[src/pkg/cms_pkg.sv]
package cms_pkg;
  // ----------------------------------------
  // register offsets and widths
  // ----------------------------------------
  localparam int unsigned CMS_ADDR_W = 16;
  localparam int unsigned CMS_DATA_W = 32;
  localparam logic [15:0] CMS_OFS_CONTROL = 16'h00ec;
  localparam logic [15:0] CMS_OFS_SINGLE = 16'h11f8;
  localparam logic [15:0] CMS_OFS_MULTI = 16'h11fc;

  // ----------------------------------------
  // control field layout
  // ----------------------------------------
  localparam int unsigned CMS_EN_LSB = 0;
  localparam int unsigned CMS_EN_W = 2;
  localparam int unsigned CMS_MODE_BIT = 2;
  localparam int unsigned CMS_SEL_LSB = 12;
  localparam int unsigned CMS_SEL_W = 5;
  localparam logic [1:0] CMS_EN_RESET = 2'h0;
  localparam logic CMS_MODE_RESET = 1'b0;
  localparam logic [4:0] CMS_SEL_RESET = 5'h00;

  // ----------------------------------------
  // status field layout
  // ----------------------------------------
  localparam int unsigned CMS_STATE_W = 3;
  localparam int unsigned CMS_SFLAG_LSB = 3;
  localparam int unsigned CMS_MAX_CLUSTERS = 29;
  localparam int unsigned CMS_CNT_W = 16;

  // ----------------------------------------
  // error report fields
  // ----------------------------------------
  localparam int unsigned CMS_FRAME_W = 24;
  localparam int unsigned CMS_BLOCK_W = 8;
  localparam int unsigned CMS_BIT_W = 7;

  typedef struct packed {
    logic [1:0] enable;
    logic mode;
    logic [4:0] cluster_sel;
  } cms_ctrl_t;

  typedef struct packed {
    logic [CMS_FRAME_W-1:0] frame;
    logic [CMS_SEL_W-1:0] cluster;
    logic [CMS_BLOCK_W-1:0] block;
    logic [CMS_BIT_W-1:0] bit_ofs;
  } cms_err_rep_t;
endpackage

[src/verilog/cms_flag_vec.sv]
`timescale 1ns/1ps
module cms_flag_vec
  import cms_pkg::*;
#(
  parameter int unsigned W = 29
)
(
  input wire logic clk,
  input wire logic rst,
  input wire logic clr,
  input wire logic [W-1:0] set,
  output logic [W-1:0] flags
);
  typedef struct packed {
    logic [W-1:0] flags;
  } cms_fv_state_t;

  cms_fv_state_t s_q;
  cms_fv_state_t s_d;

  // sticky flags; reload of the image or reset wipes them, nothing else does
  always_comb
  begin
    s_d = s_q;
    if (clr)
    begin
      s_d.flags = '0;
    end
    else
    begin
      s_d.flags = s_q.flags | set;
    end
  end

  always_ff @(posedge clk or posedge rst)
  begin
    if (rst)
    begin
      s_q <= '0;
    end
    else
    begin
      s_q <= s_d;
    end
  end

  assign flags = s_q.flags;
endmodule // cms_flag_vec

[src/verilog/cms_scrub_regs.sv]
`timescale 1ns/1ps
module cms_scrub_regs
  import cms_pkg::*;
#(
  parameter int unsigned NUM_CLUSTERS = CMS_MAX_CLUSTERS
)
(
  input wire logic CLK,
  input wire logic RST,
  input wire logic [CMS_ADDR_W-1:0] REG_ADDR,
  input wire logic REG_WR,
  input wire logic REG_RD,
  input wire logic [CMS_DATA_W-1:0] REG_WDATA,
  output logic [CMS_DATA_W-1:0] REG_RDATA,
  output logic REG_RACK,
  input wire logic IMAGE_LOAD,
  input wire logic [CMS_STATE_W-1:0] ENGINE_STATE,
  input wire logic [NUM_CLUSTERS-1:0] SINGLE_HIT,
  input wire logic [NUM_CLUSTERS-1:0] MULTI_HIT,
  input wire logic [CMS_FRAME_W-1:0] HIT_FRAME,
  input wire logic [CMS_BLOCK_W-1:0] HIT_BLOCK,
  input wire logic [CMS_BIT_W-1:0] HIT_BIT,
  output logic [1:0] SCRUB_ENABLE,
  output logic SCRUB_MODE,
  output logic [CMS_SEL_W-1:0] CLUSTER_SEL,
  output cms_err_rep_t ERR_REPORT,
  output logic ERR_VALID,
  output logic ERR_DUAL,
  output logic ERR_OFFS_VALID,
  output logic REPAIR_OK,
  output logic [CMS_CNT_W-1:0] SINGLE_COUNT,
  output logic [CMS_CNT_W-1:0] MULTI_COUNT
);
  // ----------------------------------------
  // state
  // ----------------------------------------
  typedef struct packed {
    cms_ctrl_t ctrl;
    cms_err_rep_t rep;
    logic rep_valid;
    logic rep_dual;
    logic offs_valid;
    logic repair_ok;
    logic [CMS_CNT_W-1:0] single_cnt;
    logic [CMS_CNT_W-1:0] multi_cnt;
    logic [CMS_DATA_W-1:0] rdata;
    logic rack;
  } cms_state_t;

  cms_state_t s_q;
  cms_state_t s_d;
  logic [NUM_CLUSTERS-1:0] single_flags;
  logic [NUM_CLUSTERS-1:0] multi_flags;
  logic sel_single;
  logic sel_multi;

  // number of clusters hit in one frame, each one its own error
  function automatic logic [CMS_CNT_W-1:0] hit_count(input logic [NUM_CLUSTERS-1:0] v);
    logic [CMS_CNT_W-1:0] n;
    n = '0;
    for (int i = 0; i < NUM_CLUSTERS; i++)
    begin
      n = n + CMS_CNT_W'(v[i]);
    end
    return n;
  endfunction

  // flag vector widened to a register word, unused bits zero
  function automatic logic [CMS_DATA_W-1:0] place_flags(input logic [NUM_CLUSTERS-1:0] v, input int unsigned lsb);
    logic [CMS_DATA_W-1:0] w;
    w = '0;
    for (int i = 0; i < NUM_CLUSTERS; i++)
    begin
      w[lsb+i] = v[i];
    end
    return w;
  endfunction

  // ----------------------------------------
  // sticky flag banks
  // ----------------------------------------
  // bit 0 of each hit vector is the southernmost cluster
  cms_flag_vec #(.W(NUM_CLUSTERS)) u_single_flags (
    .clk(CLK),
    .rst(RST),
    .clr(IMAGE_LOAD),
    .set(SINGLE_HIT),
    .flags(single_flags)
  );

  cms_flag_vec #(.W(NUM_CLUSTERS)) u_multi_flags (
    .clk(CLK),
    .rst(RST),
    .clr(IMAGE_LOAD),
    .set(MULTI_HIT),
    .flags(multi_flags)
  );

  // hits in the cluster software has chosen to watch
  assign sel_single = (32'(s_q.ctrl.cluster_sel) < NUM_CLUSTERS) ? SINGLE_HIT[s_q.ctrl.cluster_sel] : 1'b0;
  assign sel_multi = (32'(s_q.ctrl.cluster_sel) < NUM_CLUSTERS) ? MULTI_HIT[s_q.ctrl.cluster_sel] : 1'b0;

  // ----------------------------------------
  // next state
  // ----------------------------------------
  always_comb
  begin
    s_d = s_q;
    s_d.rack = REG_RD;
    // only the control word is writable
    if (REG_WR && REG_ADDR == CMS_OFS_CONTROL)
    begin
      s_d.ctrl.enable = REG_WDATA[CMS_EN_LSB +: CMS_EN_W];
      s_d.ctrl.mode = REG_WDATA[CMS_MODE_BIT];
      s_d.ctrl.cluster_sel = REG_WDATA[CMS_SEL_LSB +: CMS_SEL_W];
    end
    // writes to status offsets fall through untouched
    // every hit cluster adds one to its counter
    s_d.single_cnt = s_q.single_cnt + hit_count(SINGLE_HIT);
    s_d.multi_cnt = s_q.multi_cnt + hit_count(MULTI_HIT);
    // dual error keeps frame and cluster, offsets invalid, no repair
    if (sel_multi)
    begin
      s_d.rep.frame = HIT_FRAME;
      s_d.rep.cluster = s_q.ctrl.cluster_sel;
      s_d.rep.block = '0;
      s_d.rep.bit_ofs = '0;
      s_d.rep_valid = 1'b1;
      s_d.rep_dual = 1'b1;
      s_d.offs_valid = 1'b0;
      s_d.repair_ok = 1'b0;
    end
    else if (sel_single)
    begin
      s_d.rep.frame = HIT_FRAME;
      s_d.rep.cluster = s_q.ctrl.cluster_sel;
      s_d.rep.block = HIT_BLOCK;
      s_d.rep.bit_ofs = HIT_BIT;
      s_d.rep_valid = 1'b1;
      s_d.rep_dual = 1'b0;
      s_d.offs_valid = 1'b1;
      s_d.repair_ok = s_q.ctrl.mode;
    end
    // a fresh image wipes holds and counters, control survives
    if (IMAGE_LOAD)
    begin
      s_d.rep = '0;
      s_d.rep_valid = 1'b0;
      s_d.rep_dual = 1'b0;
      s_d.offs_valid = 1'b0;
      s_d.repair_ok = 1'b0;
      s_d.single_cnt = '0;
      s_d.multi_cnt = '0;
    end
    // read mux; unmapped offsets return zero
    s_d.rdata = '0;
    if (REG_RD)
    begin
      case (REG_ADDR)
        CMS_OFS_CONTROL:
        begin
          s_d.rdata[CMS_EN_LSB +: CMS_EN_W] = s_q.ctrl.enable;
          s_d.rdata[CMS_MODE_BIT] = s_q.ctrl.mode;
          s_d.rdata[CMS_SEL_LSB +: CMS_SEL_W] = s_q.ctrl.cluster_sel;
        end
        // engine state below, per-cluster flags above
        CMS_OFS_SINGLE: s_d.rdata = place_flags(single_flags, CMS_SFLAG_LSB) | CMS_DATA_W'(ENGINE_STATE);
        CMS_OFS_MULTI: s_d.rdata = place_flags(multi_flags, 0);
        default: s_d.rdata = '0;
      endcase
    end
  end

  // reset values are constants; reset stands in for the config reset
  always_ff @(posedge CLK or posedge RST)
  begin
    if (RST)
    begin
      s_q <= '0;
      s_q.ctrl.enable <= CMS_EN_RESET;
      s_q.ctrl.mode <= CMS_MODE_RESET;
      s_q.ctrl.cluster_sel <= CMS_SEL_RESET;
    end
    else
    begin
      s_q <= s_d;
    end
  end

  // ----------------------------------------
  // outputs, all straight from state flops
  // ----------------------------------------
  assign REG_RDATA = s_q.rdata;
  assign REG_RACK = s_q.rack;
  assign SCRUB_ENABLE = s_q.ctrl.enable;
  assign SCRUB_MODE = s_q.ctrl.mode;
  assign CLUSTER_SEL = s_q.ctrl.cluster_sel;
  assign ERR_REPORT = s_q.rep;
  assign ERR_VALID = s_q.rep_valid;
  assign ERR_DUAL = s_q.rep_dual;
  assign ERR_OFFS_VALID = s_q.offs_valid;
  assign REPAIR_OK = s_q.repair_ok;
  assign SINGLE_COUNT = s_q.single_cnt;
  assign MULTI_COUNT = s_q.multi_cnt;
endmodule // cms_scrub_regs

[config.mk]
export PLATFORM = sky130hd
export DESIGN_NAME = cms_scrub_regs
export DESIGN_NICKNAME = d
export VERILOG_FILES = /design/src/pkg/cms_pkg.sv /design/src/verilog/cms_flag_vec.sv /design/src/verilog/cms_scrub_regs.sv
export SDC_FILE = /design/constraint.sdc
export NUM_CORES = 1
export LEC_CHECK = 0
export BUFFER_PORTS_ARGS = -buffer_cell sky130_fd_sc_hd__buf_4
export CORE_UTILIZATION = 48
export CTS_CLUSTER_SIZE = 12
export DETAILED_ROUTE_END_ITERATION = 8
export GPL_TIMING_DRIVEN = 0
export PLACE_DENSITY = 0.76
export SLEW_MARGIN = 20
export SYNTH_ARGS = -nofsm -noshare
export SYNTH_HDL_FRONTEND = slang
export SYNTH_SLANG_ARGS = --single-unit
export TNS_END_PERCENT = 5
[constraint.sdc]
create_clock -name CLK -period 5.2 [get_ports CLK]
set_clock_uncertainty 0.15 [all_clocks]
set_input_delay 0.52 -clock CLK [delete_from_list [all_inputs] [get_ports CLK]]
set_output_delay 0.52 -clock CLK [all_outputs]
set_load 0.005 [all_outputs]
==> out/results.ini <==
[critical_path]
critPathLaunchType=input pin
r2r_start=MULTI_COUNT[1]$_DFF_PP0_
crit_path_end_kind=flip-flop
crit_path_start=MULTI_HIT[17]
crit_fanout=3
critPathKind=input pin to flip-flop
cp_data_arrival_time_ns=5.44
critical_path_required_ns=5.33
worstRegToRegCells=14

[cells_and_area]
area_growth_pct=31.25
nFillCells=1601
final_cell_area_um2=12750
antenna_cells=0
nNetsFinal=1437
layout-drive-gt1-share_pct=29.33

[power]
p_seq_share_pct=26.4
clockPowerShare_pct=22.2
power_density_nw_per_um2=465.8
leakagePower_uw=0.006287
p_comb_share_pct=51.4
p_sw_uw=2307
ir_worst_vdd_mv=0.7366
switching_share_pct=38.85
internal-power_uw=3631

[clocking]
cts_max_path_buffers=2
cts_tree=done
cts_buffers=17
clkSinkCount=179
htreeDepth=4
holdBufCountCts=0
clk_latency_ns=0.43
root_buffer=clkbuf_16
clkTransAtPathRegs_ns=0.06

[synth]
syn-num-nets=1163
yosysTopAreaCellShare_pct=46.12
synth_edf_count=0
async_flop_share_pct=100.0
synthTopCellsByCount=dfrtp_1, nor2_1, inv_1
synthDistinctLibCells=52
avgSynthCellArea_um2=10.44
syn_area_um2=9713
ys_top_cells_by_area=dfrtp_1, fa_1, nor2_1, nand3_1, ha_1
yosys_warnings=0
synth_ff_type=dfrtp_1
post-synth-top-area-cell=dfrtp_1
ys_seq_elements=179
yosysMostFrequentCell=dfrtp_1
netlist_instances=930
yosysSeqAreaShare_pct=46.12

[floorplan]
dieArea_um2=20810
die_h_um=144.3
die_w_um=144.3
start_util_pct=49.42
core_area_um2=19650
num_io_pins=274
rows=51

[route]
wl_per_cell_um=18.90
drtAntennaViolNets=0
via_count=8186
vias_per_cell=5.524
dr.pass1.iters=6
drt_iter0_markers=526
route.detailed.drc=0
route.final.wire_length_mm=28.01

[min_path]
hold_class=input pin to async pin

[global_route]
track_usage_pct=27.60
first_global_vias=8143
grt_pass1_wl_mm=43.04
overflow=0
grt_max_degree=34
grt_antenna_before_repair=0

[sta]
min_period_ns=5.308
slew_violations=0
clock.fmax_mhz=188.4
relSlewSlack_pct=37.43
hold_ws_ns=0.04289
finalCritPeriodShare_pct=102.1
hold_viol=0
rsz0062_at_grt=true
setup_viol=5
setup_ws_ns=-0.1083
worst_pin_slew_ns=0.9385

[status]
outcome=finished, violations left
failed_checks=negative setup slack

[placement]
gp_congestion=0.8445
portBuffers=249
hpwl_mm=21.33
place_area_um2=12020

[job]
maxCapViolCount=0

flip-flops by register name (all words and copies together), names as in the netlist:
register              flops
CLUSTER_SEL               5
ERR_DUAL                  1
ERR_OFFS_VALID            1
ERR_REPORT               44
ERR_VALID                 1
MULTI_COUNT              16
REG_RACK                  1
REG_RDATA                32
REPAIR_OK                 1
SCRUB_ENABLE              2
SCRUB_MODE                1
SINGLE_COUNT             16
u_multi_flags.flags      29
u_single_flags.flags     29
layout by cell type, fill, tap and decap left out, drive strengths merged, types with 8 or more instances in the layout:
cell    synthesis  routed
nand2          18      18
inv            93      94
mux2            8       8
buf            23     278
nor3           13      13
ha             34      34
dfrtp         179     179
a22o           21      21
fa             46      46
a222oi          8       8
nand3          88      88
nand4          25      25
nor2          175     175
a21oi          12      12
xnor2          19      19
nand3b         22      22
clkbuf         28      50
mux4           15      15
nor2b          11      11
mux2i          20      20
cell type report:
type                       instances  area [um^2]  share of cell area (%)
clock inverter                    10        121.4                  0.9520
sequential                       179         4479                   35.14
clock buffer                      22        484.2                   3.798
inverter                          93        352.8                   2.768
tap                              265        331.6                   2.601
multi-input combinational        607         4738                   37.17
buffer                            51        264.0                   2.071
timing repair buffer             255         1977                   15.51
metal layers:
| layer | share of wire (%) | GRT usage, % | vias up |
|---|---|---|---|
| li1 | - | - | 3703 |
| met1 | 40 | 36.32 | 4042 |
| met2 | 48 | 43.99 | 374 |
| met3 | 9.1 | 6.093 | 67 |
| met4 | 3.3 | 12.02 | 0 |
| met5 | 0 | 0 | - |
critical path, cell delays in order:
cell	delay, ns
buf_4	0.14
fa_1	0.53
inv_1	0.05
fa_1	0.50
inv_1	0.05
fa_1	0.48
inv_1	0.05
fa_1	0.46
fa_1	0.52
fa_1	0.42
inv_1	0.07
ha_2	0.18
inv_1	0.05
fa_2	0.35
nor2b_2	0.13
o21a_1	0.20
o21ai_2	0.11
a2111oi_4	0.38
xnor2_1	0.17
nor2_1	0.06
power groups by stage:
stage	clock network (uW)	logic (uW)	registers [uW]
floorplan	0	1940	1580
global placement	0	2530	1590
detailed placement	0	2650	1590
CTS	1340	2710	1560
global route	1400	3430	1570
finish	1320	3050	1570
path summary, 6_finish.rpt:
kind                                                      end  slack [ns]
hold / removal                        REG_RDATA[10]$_DFF_PP0_        0.04
setup / recovery                    MULTI_COUNT[14]$_DFF_PP0_       -0.11
max in group asynchronous         SCRUB_ENABLE[1]$_DFFE_PP0P_        4.03
setup reg to reg                    MULTI_COUNT[15]$_DFF_PP0_        0.53
min in group CLK                           REG_RACK$_DFF_PP0_        0.10
hold reg to reg            u_single_flags.flags[26]$_DFF_PP0_        0.34
repair_timing:
| item | 4_1_cts | 5_1_grt |
|---|---|---|
| pin swaps | 2 | 13 |
| buffers inserted | 0 | 1 |
| gates resized for setup | 8 | 22 |
| setup endpoints to repair | 11 | 21 |
kinds of logic after synthesis:
| group | share of synthesized area (%) |
|---|---|
| fa+ha+maj | 13.86 |
| compound gates | 5.836 |
| buf+inv | 6.312 |
| simple gates | 19.43 |
| xor+xnor | 1.984 |
| mux | 6.467 |
| flops | 46.12 |
stage by stage:
step	util [%]	worst slack (ns)	TNS, ns	instances	power (uW)
floorplan	-	-0.2881	-1.148	930	3522
global route	64.87	-0.2926	-2.418	1482	6403
global placement	60.64	-0.7469	-8.719	1444	4116
finish	64.87	-0.1083	-0.2591	1482	5938
CTS	64.35	-0.1778	-0.6556	1481	5616
detailed placement	61.15	-0.8027	-10.23	1449	4236
Note: power is estimated with default switching activity, not from simulation.
